<file path="config.mk">
export PLATFORM = sky130hd
export DESIGN_NAME = pca_device_flat
export DESIGN_NICKNAME = d
export VERILOG_FILES = /design/src/rtl/pca_pkg.sv /design/src/rtl/pca_bus_if.sv /design/src/rtl/pca_device.sv /design/src/rtl/pca_sync.sv /design/src/flat_wrapper.sv
export VERILOG_INCLUDE_DIRS = /design/src /design/src/rtl
export SDC_FILE = /design/constraint.sdc
export NUM_CORES = 1
export LEC_CHECK = 0
export BUFFER_PORTS_ARGS = -buffer_cell sky130_fd_sc_hd__buf_4
export CORE_ASPECT_RATIO = 1.4
export CORE_MARGIN = 2
export CORE_UTILIZATION = 30
export CTS_CLUSTER_SIZE = 14
export DETAILED_ROUTE_END_ITERATION = 6
export SLEW_MARGIN = 10
export SYNTH_ARGS = -nofsm -noshare
export SYNTH_HDL_FRONTEND = slang
export SYNTH_SLANG_ARGS = --single-unit
</file>
<file path="constraint.sdc">
create_clock -name i_clk -period 4.7 [get_ports i_clk]
set_input_delay 0.47 -clock i_clk [delete_from_list [all_inputs] [get_ports i_clk]]
set_output_delay 0.47 -clock i_clk [all_outputs]
set_load 0.01 [all_outputs]
</file>
<file path="src/rtl/pca_cfg.svh">
`ifndef PCA_CFG_SVH
`define PCA_CFG_SVH
`define PCA_CMD_SPECIAL   4'h1
`define PCA_CMD_IO_RD     4'h2
`define PCA_CMD_IO_WR     4'h3
`define PCA_CMD_MEM_RD    4'h6
`define PCA_CMD_MEM_WR    4'h7
`define PCA_CMD_CFG_RD    4'hA
`define PCA_CMD_CFG_WR    4'hB
`define PCA_N_REQ         4
`define PCA_DEVSEL_WAIT   3'h4
`define PCA_DIV_HALF      3'h3
`define PCA_BAR_DEFAULT   32'h8000_0000
`define PCA_BAR_MASK      32'hFFFF_0000
`endif

</file>
<file path="src/rtl/pca_pkg.sv">
package pca_pkg;
    typedef enum {PCA_IDLE, PCA_ADDR, PCA_DATA, PCA_TURN} pca_ini_state_t;
    typedef enum {PCA_T_IDLE, PCA_T_DATA, PCA_T_PERR, PCA_T_TURN} pca_tgt_state_t;
endpackage

</file>
<file path="src/rtl/pca_bus_if.sv">
`timescale 1ns/1ps
interface pca_bus_if;
    logic        clk;
    logic [31:0] ad_i, ad_o;
    logic        ad_oe;
    logic [3:0]  cbe_i, cbe_o;
    logic        cbe_oe;
    logic        par_i, par_o, par_oe;
    logic        frame_n_i, frame_n_o, frame_oe;
    logic        irdy_n_i, irdy_n_o, irdy_oe;
    logic        trdy_n_i, trdy_n_o, trdy_oe;
    logic        stop_n_i, stop_n_o, stop_oe;
    logic        devsel_n_i, devsel_n_o, devsel_oe;
    logic        perr_n_i, perr_n_o, perr_oe;
    logic        serr_n_i, serr_n_o, serr_oe;
    logic        idsel;
    logic [3:0]  req_n_i, req_n_o, req_oe;
    logic [3:0]  gnt_n_i, gnt_n_o, gnt_oe;
    logic        inta_n_o, inta_oe;
    modport dev (
        input  clk, ad_i, cbe_i, par_i, frame_n_i, irdy_n_i, trdy_n_i, stop_n_i,
               devsel_n_i, perr_n_i, serr_n_i, idsel, req_n_i, gnt_n_i,
        output ad_o, ad_oe, cbe_o, cbe_oe, par_o, par_oe, frame_n_o, frame_oe,
               irdy_n_o, irdy_oe, trdy_n_o, trdy_oe, stop_n_o, stop_oe,
               devsel_n_o, devsel_oe, perr_n_o, perr_oe, serr_n_o, serr_oe,
               req_n_o, req_oe, gnt_n_o, gnt_oe, inta_n_o, inta_oe
    );
    modport agt (
        input  clk, ad_i, cbe_i, par_i, frame_n_i, irdy_n_i, trdy_n_i, stop_n_i,
               devsel_n_i, perr_n_i, serr_n_i, gnt_n_i,
        output ad_o, ad_oe, cbe_o, cbe_oe, par_o, par_oe, frame_n_o, frame_oe,
               irdy_n_o, irdy_oe, trdy_n_o, trdy_oe, stop_n_o, stop_oe,
               devsel_n_o, devsel_oe, perr_n_o, perr_oe, serr_n_o, serr_oe,
               req_n_o, req_oe
    );
endinterface

</file>
<file path="src/rtl/pca_device.sv">
// Functional notes
// - Arbiter on: grants for requests three..zero
// - Arbiter on: request zero is input
// - Arbiter off: drive request zero out
// - Arbiter on: drive grant zero out
// - Arbiter off: grant zero is input
// - Command in address, byte enables data
// - Even parity over AD and CBE
// - Frame spans transaction, drops last phase
// - Parity error flagged except special cycles
// - System error open-drain, also sampled
// - Claim decode; initiator checks claim
// - Config access only with IDSEL
// - Target ready completes data phase
// - Transfer needs both ready signals
// - Stop forces initiator to terminate
// - Sample on rising PCI clock edge
// - Interrupt pulls line low, open-drain
`timescale 1ns/1ps
`include "pca_cfg.svh"
module pca_device #(
    parameter logic [31:0] BAR = `PCA_BAR_DEFAULT
) (
    input  wire logic        i_clk,
    input  wire logic        i_sys_rst,
    input  wire logic        i_arb_en,
    input  wire logic        i_irq,
    input  wire logic        i_cmd_go,
    input  wire logic [3:0]  i_cmd,
    input  wire logic [31:0] i_addr,
    input  wire logic [31:0] i_wdata,
    input  wire logic [3:0]  i_be,
    output logic             o_busy,
    output logic             o_done,
    output logic             o_abort,
    output logic [31:0]      o_rdata,
    output logic             o_perr_seen,
    output logic             o_serr_seen,
    output logic [31:0]      o_tgt_data,
    pca_bus_if.dev           bus
);
    logic        clk_s, clk_p;
    logic [31:0] ad;
    logic [3:0]  cbe, req_n, gnt_n;
    logic        par, frame_n, irdy_n, trdy_n, stop_n, devsel_n, perr_n, serr_n, idsel;
    pca_sync #(.W(1)) u_clk (.i_clk(i_clk), .i_sys_rst(i_sys_rst), .i_d(bus.clk), .o_q(clk_s));
    pca_sync #(.W(53)) u_in (.i_clk(i_clk), .i_sys_rst(i_sys_rst),
        .i_d({bus.ad_i, bus.cbe_i, bus.req_n_i, bus.gnt_n_i, bus.par_i, bus.frame_n_i,
              bus.irdy_n_i, bus.trdy_n_i, bus.stop_n_i, bus.devsel_n_i, bus.perr_n_i,
              bus.serr_n_i, ~bus.idsel}),
        .o_q({ad, cbe, req_n, gnt_n, par, frame_n, irdy_n, trdy_n, stop_n, devsel_n,
              perr_n, serr_n, idsel}));

    typedef struct packed {
        logic                      clk_l;
        pca_pkg::pca_ini_state_t   ist;
        pca_pkg::pca_tgt_state_t   tst;
        logic [1:0]                rr;
        logic [3:0]                gnt;
        logic                      req0;
        logic [2:0]                wait_cnt;
        logic [31:0]               ad_o;
        logic                      ad_oe;
        logic [3:0]                cbe_o;
        logic                      cbe_oe;
        logic                      par_o, par_oe, par_pend;
        logic                      frame_o, irdy_o, ini_oe;
        logic                      trdy_o, stop_o, devsel_o, tgt_oe;
        logic                      perr_o, perr_oe, serr_o;
        logic                      t_write, t_special, chk;
        logic [35:0]               chk_v;
        logic                      busy, done, abort, perr_seen, serr_seen, inta;
        logic [31:0]               rdata, tdata;
        logic [3:0]                cmd;
        logic [4:0]                pin_oe;
    } st_t;
    st_t s_q, s_d;

    assign clk_p = clk_s & ~s_q.clk_l;
    assign bus.ad_o = s_q.ad_o;          assign bus.ad_oe = s_q.ad_oe;
    assign bus.cbe_o = s_q.cbe_o;        assign bus.cbe_oe = s_q.cbe_oe;
    assign bus.par_o = s_q.par_o;        assign bus.par_oe = s_q.par_oe;
    assign bus.frame_n_o = s_q.frame_o;  assign bus.frame_oe = s_q.ini_oe;
    assign bus.irdy_n_o = s_q.irdy_o;    assign bus.irdy_oe = s_q.ini_oe;
    assign bus.trdy_n_o = s_q.trdy_o;    assign bus.trdy_oe = s_q.tgt_oe;
    assign bus.stop_n_o = s_q.stop_o;    assign bus.stop_oe = s_q.tgt_oe;
    assign bus.devsel_n_o = s_q.devsel_o; assign bus.devsel_oe = s_q.tgt_oe;
    assign bus.perr_n_o = s_q.perr_o;    assign bus.perr_oe = s_q.perr_oe;
    assign bus.serr_n_o = 1'b0;          assign bus.serr_oe = s_q.serr_o;
    assign bus.inta_n_o = 1'b0;          assign bus.inta_oe = s_q.inta;
    // grants three..one, grant zero, request zero
    assign bus.gnt_n_o = ~s_q.gnt;
    assign bus.gnt_oe = s_q.pin_oe[4:1];
    assign bus.req_n_o = {3'h7, ~s_q.req0};
    assign bus.req_oe = {3'h0, s_q.pin_oe[0]};
    assign o_busy = s_q.busy;            assign o_done = s_q.done;
    assign o_abort = s_q.abort;          assign o_rdata = s_q.rdata;
    assign o_perr_seen = s_q.perr_seen;  assign o_serr_seen = s_q.serr_seen;
    assign o_tgt_data = s_q.tdata;

    always_comb begin
        logic [3:0] rq;
        logic       hit;
        logic       xfer;
        logic [1:0] k;
        rq = 4'h0;
        hit = 1'b0;
        xfer = 1'b0;
        k = 2'h0;
        s_d = s_q;
        s_d.done = 1'b0;
        s_d.abort = 1'b0;
        s_d.clk_l = clk_s;
        s_d.inta = i_irq;
        // Registered so reset keeps arbitration pins released
        s_d.pin_oe = {3'h7, i_arb_en, ~i_arb_en};
        if (i_cmd_go && !s_q.busy) begin
            s_d.busy = 1'b1;
            s_d.cmd = i_cmd;
        end
        if (clk_p) begin
            if (!serr_n) s_d.serr_seen = 1'b1;
            s_d.serr_o = 1'b0;
            s_d.perr_oe = s_q.perr_oe & ~s_q.perr_o;
            s_d.perr_o = 1'b1;
            s_d.par_oe = s_q.ad_oe;
            s_d.par_o = ^{s_q.ad_o, s_q.cbe_o};
            if (s_q.chk) begin
                s_d.chk = 1'b0;
                if (par != ^s_q.chk_v) begin
                    if (s_q.t_special) s_d.serr_o = 1'b1;
                    else begin
                        s_d.perr_o = 1'b0;
                        s_d.perr_oe = 1'b1;
                        s_d.perr_seen = 1'b1;
                    end
                end
            end
            if (i_arb_en) begin
                rq = ~req_n;
                if (frame_n && irdy_n) begin
                    s_d.gnt = 4'h0;
                    for (int i = 1; i <= `PCA_N_REQ; i++) begin
                        k = 2'(s_q.rr + 2'(i));
                        if (rq[k] && s_d.gnt == 4'h0) begin
                            s_d.gnt[k] = 1'b1;
                            s_d.rr = k;
                        end
                    end
                end
            end else s_d.gnt = 4'h0;
            case (s_q.ist)
                pca_pkg::PCA_IDLE: begin
                    s_d.req0 = s_q.busy & ~i_arb_en;
                    if (s_q.busy && !i_arb_en && !gnt_n[0] && frame_n && irdy_n) begin
                        s_d.ist = pca_pkg::PCA_ADDR;
                        s_d.ad_o = i_addr;
                        s_d.ad_oe = 1'b1;
                        s_d.cbe_o = s_q.cmd;
                        s_d.cbe_oe = 1'b1;
                        s_d.frame_o = 1'b0;
                        s_d.irdy_o = 1'b1;
                        s_d.ini_oe = 1'b1;
                        s_d.req0 = 1'b0;
                        s_d.wait_cnt = 3'h0;
                    end
                end
                pca_pkg::PCA_ADDR: begin
                    s_d.ist = pca_pkg::PCA_DATA;
                    s_d.cbe_o = ~i_be;
                    s_d.frame_o = 1'b1;
                    s_d.irdy_o = 1'b0;
                    s_d.ad_o = i_wdata;
                    s_d.ad_oe = s_q.cmd[0];
                end
                pca_pkg::PCA_DATA: begin
                    s_d.wait_cnt = s_q.wait_cnt + 3'h1;
                    if (!trdy_n) begin
                        s_d.rdata = ad;
                        s_d.done = 1'b1;
                        s_d.ist = pca_pkg::PCA_TURN;
                    end else if (!stop_n) begin
                        s_d.abort = 1'b1;
                        s_d.ist = pca_pkg::PCA_TURN;
                    end else if (devsel_n && s_q.wait_cnt == `PCA_DEVSEL_WAIT) begin
                        s_d.abort = 1'b1;
                        s_d.ist = pca_pkg::PCA_TURN;
                    end
                    if (s_d.ist == pca_pkg::PCA_TURN) begin
                        s_d.irdy_o = 1'b1;
                        s_d.ad_oe = 1'b0;
                        s_d.cbe_oe = 1'b0;
                        s_d.busy = 1'b0;
                    end
                end
                pca_pkg::PCA_TURN: begin
                    s_d.ini_oe = 1'b0;
                    s_d.ist = pca_pkg::PCA_IDLE;
                end
                default: s_d.ist = pca_pkg::PCA_IDLE;
            endcase
            case (s_q.tst)
                pca_pkg::PCA_T_IDLE: begin
                    if (!frame_n && s_q.frame_o) begin
                        if (cbe == `PCA_CMD_CFG_RD || cbe == `PCA_CMD_CFG_WR) hit = ~idsel;
                        else if (cbe == `PCA_CMD_MEM_RD || cbe == `PCA_CMD_MEM_WR)
                            hit = (ad & `PCA_BAR_MASK) == BAR;
                        s_d.t_special = (cbe == `PCA_CMD_SPECIAL);
                        s_d.chk_v = {ad, cbe};
                        s_d.chk = 1'b1;
                        if (hit) begin
                            s_d.tst = pca_pkg::PCA_T_DATA;
                            s_d.t_write = cbe[0];
                            s_d.devsel_o = 1'b0;
                            s_d.trdy_o = 1'b0;
                            s_d.stop_o = frame_n;
                            s_d.tgt_oe = 1'b1;
                            if (!cbe[0]) begin
                                s_d.ad_o = s_q.tdata;
                                s_d.ad_oe = 1'b1;
                                s_d.cbe_o = 4'h0;
                            end
                        end
                    end
                end
                pca_pkg::PCA_T_DATA: begin
                    xfer = !irdy_n;
                    if (xfer) begin
                        if (s_q.t_write) begin
                            s_d.tdata = ad;
                            s_d.chk_v = {ad, cbe};
                            s_d.chk = 1'b1;
                        end
                        s_d.stop_o = frame_n;
                        if (frame_n) begin
                            s_d.tst = pca_pkg::PCA_T_TURN;
                            s_d.trdy_o = 1'b1;
                            s_d.devsel_o = 1'b1;
                            s_d.stop_o = 1'b1;
                            if (!s_q.t_write) s_d.ad_oe = 1'b0;
                        end
                    end
                end
                pca_pkg::PCA_T_TURN: begin
                    s_d.tgt_oe = 1'b0;
                    s_d.tst = pca_pkg::PCA_T_IDLE;
                end
                default: s_d.tst = pca_pkg::PCA_T_IDLE;
            endcase
        end
    end

    always_ff @(posedge i_clk) begin
        if (i_sys_rst) begin
            s_q <= '0;
            s_q.frame_o <= 1'b1;
            s_q.irdy_o <= 1'b1;
            s_q.trdy_o <= 1'b1;
            s_q.stop_o <= 1'b1;
            s_q.devsel_o <= 1'b1;
            s_q.perr_o <= 1'b1;
            s_q.clk_l <= 1'b1;
        end else s_q <= s_d;
    end
endmodule

</file>
<file path="src/rtl/pca_sync.sv">
`timescale 1ns/1ps
module pca_sync #(
    parameter int W = 1
) (
    input  wire logic         i_clk,
    input  wire logic         i_sys_rst,
    input  wire logic [W-1:0] i_d,
    output logic      [W-1:0] o_q
);
    logic [W-1:0] meta_q;
    always_ff @(posedge i_clk) begin
        if (i_sys_rst) begin
            meta_q <= '1;
            o_q    <= '1;
        end else begin
            meta_q <= i_d;
            o_q    <= meta_q;
        end
    end
endmodule

</file>
<file path="src/flat_wrapper.sv">
// flat-port wrapper written by rule: the top's interface ports become plain ports
module pca_device_flat 
#(
    parameter logic [31:0] BAR = `PCA_BAR_DEFAULT
)
  (i_clk, i_sys_rst, i_arb_en, i_irq, i_cmd_go, i_cmd, i_addr, i_wdata, i_be, o_busy, o_done, o_abort, o_rdata, o_perr_seen, o_serr_seen, o_tgt_data, bus_clk, bus_ad_i, bus_cbe_i, bus_par_i, bus_frame_n_i, bus_irdy_n_i, bus_trdy_n_i, bus_stop_n_i, bus_devsel_n_i, bus_perr_n_i, bus_serr_n_i, bus_idsel, bus_req_n_i, bus_gnt_n_i, bus_ad_o, bus_ad_oe, bus_cbe_o, bus_cbe_oe, bus_par_o, bus_par_oe, bus_frame_n_o, bus_frame_oe, bus_irdy_n_o, bus_irdy_oe, bus_trdy_n_o, bus_trdy_oe, bus_stop_n_o, bus_stop_oe, bus_devsel_n_o, bus_devsel_oe, bus_perr_n_o, bus_perr_oe, bus_serr_n_o, bus_serr_oe, bus_req_n_o, bus_req_oe, bus_gnt_n_o, bus_gnt_oe, bus_inta_n_o, bus_inta_oe);
  pca_bus_if bus_i ();
  input  wire logic i_clk;
  input  wire logic i_sys_rst;
  input  wire logic i_arb_en;
  input  wire logic i_irq;
  input  wire logic i_cmd_go;
  input  wire logic [3:0] i_cmd;
  input  wire logic [31:0] i_addr;
  input  wire logic [31:0] i_wdata;
  input  wire logic [3:0] i_be;
  output logic o_busy;
  output logic o_done;
  output logic o_abort;
  output logic [31:0] o_rdata;
  output logic o_perr_seen;
  output logic o_serr_seen;
  output logic [31:0] o_tgt_data;
  input wire logic [$bits(bus_i.clk)-1:0] bus_clk;
  input wire logic [$bits(bus_i.ad_i)-1:0] bus_ad_i;
  input wire logic [$bits(bus_i.cbe_i)-1:0] bus_cbe_i;
  input wire logic [$bits(bus_i.par_i)-1:0] bus_par_i;
  input wire logic [$bits(bus_i.frame_n_i)-1:0] bus_frame_n_i;
  input wire logic [$bits(bus_i.irdy_n_i)-1:0] bus_irdy_n_i;
  input wire logic [$bits(bus_i.trdy_n_i)-1:0] bus_trdy_n_i;
  input wire logic [$bits(bus_i.stop_n_i)-1:0] bus_stop_n_i;
  input wire logic [$bits(bus_i.devsel_n_i)-1:0] bus_devsel_n_i;
  input wire logic [$bits(bus_i.perr_n_i)-1:0] bus_perr_n_i;
  input wire logic [$bits(bus_i.serr_n_i)-1:0] bus_serr_n_i;
  input wire logic [$bits(bus_i.idsel)-1:0] bus_idsel;
  input wire logic [$bits(bus_i.req_n_i)-1:0] bus_req_n_i;
  input wire logic [$bits(bus_i.gnt_n_i)-1:0] bus_gnt_n_i;
  output wire logic [$bits(bus_i.ad_o)-1:0] bus_ad_o;
  output wire logic [$bits(bus_i.ad_oe)-1:0] bus_ad_oe;
  output wire logic [$bits(bus_i.cbe_o)-1:0] bus_cbe_o;
  output wire logic [$bits(bus_i.cbe_oe)-1:0] bus_cbe_oe;
  output wire logic [$bits(bus_i.par_o)-1:0] bus_par_o;
  output wire logic [$bits(bus_i.par_oe)-1:0] bus_par_oe;
  output wire logic [$bits(bus_i.frame_n_o)-1:0] bus_frame_n_o;
  output wire logic [$bits(bus_i.frame_oe)-1:0] bus_frame_oe;
  output wire logic [$bits(bus_i.irdy_n_o)-1:0] bus_irdy_n_o;
  output wire logic [$bits(bus_i.irdy_oe)-1:0] bus_irdy_oe;
  output wire logic [$bits(bus_i.trdy_n_o)-1:0] bus_trdy_n_o;
  output wire logic [$bits(bus_i.trdy_oe)-1:0] bus_trdy_oe;
  output wire logic [$bits(bus_i.stop_n_o)-1:0] bus_stop_n_o;
  output wire logic [$bits(bus_i.stop_oe)-1:0] bus_stop_oe;
  output wire logic [$bits(bus_i.devsel_n_o)-1:0] bus_devsel_n_o;
  output wire logic [$bits(bus_i.devsel_oe)-1:0] bus_devsel_oe;
  output wire logic [$bits(bus_i.perr_n_o)-1:0] bus_perr_n_o;
  output wire logic [$bits(bus_i.perr_oe)-1:0] bus_perr_oe;
  output wire logic [$bits(bus_i.serr_n_o)-1:0] bus_serr_n_o;
  output wire logic [$bits(bus_i.serr_oe)-1:0] bus_serr_oe;
  output wire logic [$bits(bus_i.req_n_o)-1:0] bus_req_n_o;
  output wire logic [$bits(bus_i.req_oe)-1:0] bus_req_oe;
  output wire logic [$bits(bus_i.gnt_n_o)-1:0] bus_gnt_n_o;
  output wire logic [$bits(bus_i.gnt_oe)-1:0] bus_gnt_oe;
  output wire logic [$bits(bus_i.inta_n_o)-1:0] bus_inta_n_o;
  output wire logic [$bits(bus_i.inta_oe)-1:0] bus_inta_oe;
  assign bus_i.clk = bus_clk;
  assign bus_i.ad_i = bus_ad_i;
  assign bus_i.cbe_i = bus_cbe_i;
  assign bus_i.par_i = bus_par_i;
  assign bus_i.frame_n_i = bus_frame_n_i;
  assign bus_i.irdy_n_i = bus_irdy_n_i;
  assign bus_i.trdy_n_i = bus_trdy_n_i;
  assign bus_i.stop_n_i = bus_stop_n_i;
  assign bus_i.devsel_n_i = bus_devsel_n_i;
  assign bus_i.perr_n_i = bus_perr_n_i;
  assign bus_i.serr_n_i = bus_serr_n_i;
  assign bus_i.idsel = bus_idsel;
  assign bus_i.req_n_i = bus_req_n_i;
  assign bus_i.gnt_n_i = bus_gnt_n_i;
  assign bus_ad_o = bus_i.ad_o;
  assign bus_ad_oe = bus_i.ad_oe;
  assign bus_cbe_o = bus_i.cbe_o;
  assign bus_cbe_oe = bus_i.cbe_oe;
  assign bus_par_o = bus_i.par_o;
  assign bus_par_oe = bus_i.par_oe;
  assign bus_frame_n_o = bus_i.frame_n_o;
  assign bus_frame_oe = bus_i.frame_oe;
  assign bus_irdy_n_o = bus_i.irdy_n_o;
  assign bus_irdy_oe = bus_i.irdy_oe;
  assign bus_trdy_n_o = bus_i.trdy_n_o;
  assign bus_trdy_oe = bus_i.trdy_oe;
  assign bus_stop_n_o = bus_i.stop_n_o;
  assign bus_stop_oe = bus_i.stop_oe;
  assign bus_devsel_n_o = bus_i.devsel_n_o;
  assign bus_devsel_oe = bus_i.devsel_oe;
  assign bus_perr_n_o = bus_i.perr_n_o;
  assign bus_perr_oe = bus_i.perr_oe;
  assign bus_serr_n_o = bus_i.serr_n_o;
  assign bus_serr_oe = bus_i.serr_oe;
  assign bus_req_n_o = bus_i.req_n_o;
  assign bus_req_oe = bus_i.req_oe;
  assign bus_gnt_n_o = bus_i.gnt_n_o;
  assign bus_gnt_oe = bus_i.gnt_oe;
  assign bus_inta_n_o = bus_i.inta_n_o;
  assign bus_inta_oe = bus_i.inta_oe;
  pca_device #(.BAR(BAR)) u_core (.i_clk(i_clk), .i_sys_rst(i_sys_rst), .i_arb_en(i_arb_en), .i_irq(i_irq), .i_cmd_go(i_cmd_go), .i_cmd(i_cmd), .i_addr(i_addr), .i_wdata(i_wdata), .i_be(i_be), .o_busy(o_busy), .o_done(o_done), .o_abort(o_abort), .o_rdata(o_rdata), .o_perr_seen(o_perr_seen), .o_serr_seen(o_serr_seen), .o_tgt_data(o_tgt_data), .bus(bus_i));
endmodule
</file>
After elaboration in Yosys (flattened, before gate mapping)
Cells that the tools add are included.
{"block": "op_classes", "add_sub_neg": 4, "order_cmp": 8, "eq_ne": 23, "mux": 97, "bitwise_logic": 22, "reduce_logical": 56}
{"op": "$mux W32", "count": 11}
{"op": "$mux W37", "count": 6}
{"op": "$pmux W32 S2", "count": 2}
{"op": "$eq A32 B2 Y1 const B", "count": 3}
{"op": "$pmux W32 S3", "count": 1}
{"op": "$mux W6", "count": 14}
{"op": "$pmux W37 S2", "count": 1}
{"op": "$reduce_xor A36 Y1", "count": 2}
{"op": "$eq A32 B1 Y1 const B", "count": 2}
{"op": "$logic_not A32 Y1", "count": 2}
{"op": "$mux W42", "count": 1}
{"op": "$eq A32 B3 Y1 const B", "count": 1}
{"op": "$mux W1", "count": 30}
{"op": "$reduce_and A4 Y1", "count": 6}
{"op": "$reduce_and A5 Y1", "count": 4}
{"op": "$mux W3", "count": 6}
{"op": "$eq A16 B16 Y1 const B", "count": 1}
{"op": "$mux W4", "count": 4}
{"op": "$logic_and A1 B1 Y1", "count": 15}
{"op": "$reduce_and A3 Y1", "count": 5}
{"op": "$not A1 Y1", "count": 13}
{"op": "$logic_not A4 Y1", "count": 3}
{"op": "$lt A2 B3 Y1 const B", "count": 4}
{"op": "$ne A2 B1 Y1 const B", "count": 6}
{"op": "other kinds (30)", "count": 67}
{"block": "totals", "regBits": 351, "in_bits": 131, "wordCells": 252}

Longest topological paths before layout
{"block": "logic_depth", "depth_word": 26, "depth_mapped": 10, "ltp_nobuf": 8}

Cells and area by module
A second synthesis with hierarchy kept.
{"block": "hier_totals", "cells_unflattened": 1407, "area_unflattened_um2": 13136.3}
{"module": "pca_device", "instances": 1, "cells_each": 1180, "area_per_inst_um2": 10219.8, "seq_area_each_um2": 4204.0}
{"module": "pca_sync (u_core.u_in)", "instances": 1, "cells_each": 223, "area_per_inst_um2": 2864.0, "seq_area_each_um2": 2122.0}
{"module": "pca_sync (u_core.u_clk)", "instances": 1, "cells_each": 4, "area_per_inst_um2": 52.6, "seq_area_each_um2": 40.0}

Worst setup path after synthesis
OpenSTA, ideal clock, no wires.
{"block": "synth_path", "path_kind": "flip-flop to flip-flop", "from": "register with a tool-made name", "to": "register with a tool-made name", "setup_ns": 0.121, "t_arrival_ns": 2.704, "slack_ns": 1.874, "stages_incl_launch_ff": 11, "n_path_buf": 2, "period_less_slack_ns": 2.826, "path_cell_list": "dfxtp_1 > buf_6 > inv_1 > ha_1 > mux4_2 > buf_6 > o21ba_1 > a221o_1 > o21ai_0 > o21bai_1 > mux2_4"}

==> metrics <==
status=complete, no violations; #FFs+latches synth=310; first-pass GRT wire length=51,810 um; library cells used by synthesis=64; pwr/cell area=348.7 nW/um2; hpwl dp=24,690 um; CTS Sinks=310; fin. max-slew vios=0; port buffer count=259; synthesized cell area=12,750 um2; Critical Path RT=5.16 ns; commonest register cell after synthesis=dfxtp_1; Leak=6.080 nW; Max IR drop VDD=0.2067 mV; most frequent cell after synthesis=dfxtp_1; asr flop ratio synth=0%; Root Driver=clkbuf_16; top cells by count, synth=dfxtp_1 (310), nand2_1 (257), a21oi_1 (119); Worst EP arrival=3.72 ns; setup TNS=0 ns; top-area cell type share of the netlist area=48.68%; row count=89; # setup viols final=0; syn_area_per_cell=8.978 um2; Vias=9,689; worst-case clock buffer depth=3; Reg2Reg Setup Slack=1.44 ns; largest net degree at the start of global routing=113; Worst setup SP type=flop; Skew-Pair Late Insertion Delay=0.57 ns; area of the multi-input gates=5280 um2; Placer Congestion=0.8160; nets=1,671; Clock transition at path regs=0.06 ns; Tmin final=3.260 ns; Max-Slew Margin vs Limit=18.56%; Synth area leader=dfxtp_1; Resized Gates After CTS=0; Die Span Y=247.9 um; H-tree depth=1; DRT Pass-1 Iters=5; Register Area=6206 um2; global route overflow=0; placed cell areas=14,320 um2; clk_skew=0.01084 ns; Post-synth EDFFs=0; synth top area cells=dfxtp_1 (49%), nand2_1 (7.6%), buf_4 (6.9%), or2_2 (5.0%), a21oi_1 (4.7%); worst-margin pin slew=1.222 ns; Synth Instances=1,420; die area=44,180 um2; Max Cap Viol=0; share of layout cells above drive strength 1=27.91%; initial DRC count=479; detailed-route wire length=34,190 um; I/O Pins=272; Initial Utilization=30.29%; crit share post-route=69.37%; Core Footprint=42,090 um2; fillers=4,357; Final Hold Viols=0; Critical Path End Type=flop; Via density=4.612; post-route cell area=15,290 um2; initial antenna violation count=0; CP Max Fanout=10; hold path startpoint=bus_serr_n_i; Num CTS Buffers=31; Max Fclk=306.7 MHz; number of global-route vias before repair=9,333; total track usage=14.81%; die extent in x=178.2 um; Area Overhead vs Synth=19.95%; CTS tree=yes; # DRC=0; Antenna Violating Nets Remaining=0; routed len/inst=16.27 um; hold_buf cts=0; synth warn=0; Seq/Total Area, Yosys=48.68%; Post-CTS Setup Repair Bufs=0; Hold Path Class=in2reg; WS Path Type=reg2reg; RSZ-0062 raised after global routing=false; n_diodes=0
-- critical path, stage by stage (launching register included) --
cell and delay, ns:
dfxtp_1 0.61, inv_1 0.19, ha_1 0.38, mux4_2 0.42, o21ba_1 0.28, a221o_1 0.44
o21ai_0 0.34, o21bai_1 0.19, mux2_4 0.31
-- path summary, 6_finish.rpt --
| kind | endpoint | cells past startpoint |
|---|---|---|
| max | flop | 8 |
| min | u_core.u_in.meta_q[1] | 2 |
| min reg2reg | u_core.u_in.o_q[45] | 1 |
| max reg2reg | flop | 8 |
-- flip-flops by register name, indices dropped and copies added (netlist names), 2 cells and up, named ones only --
name / cells
u_core.bus.ad_o: 32
u_core.bus.cbe_o: 4
u_core.bus.gnt_oe: 2
u_core.o_rdata: 32
u_core.o_tgt_data: 32
u_core.s_q: 87
u_core.u_in.meta_q: 49
u_core.u_in.o_q: 49
-- cells in the final DEF, fill, tap and decap left out, types with 5 or more instances in the layout --
master / n
xor2_1: 8
nand3_1: 5
buf_4: 273
conb_1: 8
clkinv_2: 7
nand4_1: 6
nand2_1: 257
and3_1: 5
o21ai_0: 11
clkbuf_1: 11
nand2b_1: 5
a211oi_1: 35
dfxtp_1: 310
or2_2: 101
nor3_1: 7
and2_1: 34
nor4_1: 11
nor2b_1: 6
a22oi_1: 7
inv_1: 22
xnor3_1: 5
a21oi_1: 119
o32ai_1: 5
xnor2_1: 54
o31ai_1: 32
a22o_1: 32
mux2i_1: 11
ha_1: 8
nor2_1: 69
clkbuf_16: 31
-- per-stage QoR --
step                      worst slack [ns]  power (mW)  util, %  std cells  hold WS [ns]
final                                1.440       5.332    36.33       2101       0.08660
after global routing                 1.162       5.535    36.33       2101       0.07121
after detailed placement             1.467       2.998    34.01       2045        0.3923
after global placement               1.559       2.995    34.01       2045        0.3935
after floorplan                      1.874       2.875        -       1426        0.3895
after CTS                            1.455       5.408    36.33       2101       0.05613
-- power breakdown --
part	leakage [nW]	internal, mW	switching, mW	total [mW]
clock	0.484	1.38	1.01	2.39
sequential	2.52	2.68	0.0322	2.71
combinational	3.07	0.126	0.104	0.230
-- logic make-up after synthesis --
family | after synthesis | synth area share (%)
other cells | 2 | 0.05891
simple gates | 525 | 19.52
compound gates | 268 | 13.92
xor+xnor | 67 | 5.143
buf+inv | 224 | 10.21
fa+ha+maj | 8 | 0.7852
flops | 310 | 48.68
mux | 16 | 1.688
-- routing by layer --
layer / track usage (%) / vias to the layer above / wire length (um)
li1: - / 4838 / -
met5: 0 / - / 0
met1: 18.78 / 4509 / 14600
met2: 25.31 / 267 / 16470
met3: 1.900 / 75 / 1808
met4: 6.098 / 0 / 1315
-- layout make-up --
type | count | area share [%]
clock inverter | 10 | 0.6791
clock buffer | 46 | 5.703
sequential | 310 | 40.58
timing repair buffer | 274 | 13.48
tap | 546 | 4.467
inverter | 23 | 0.5646
multi-input combinational | 892 | 34.53
No activity file was read; power rests on OpenSTA's default activity.
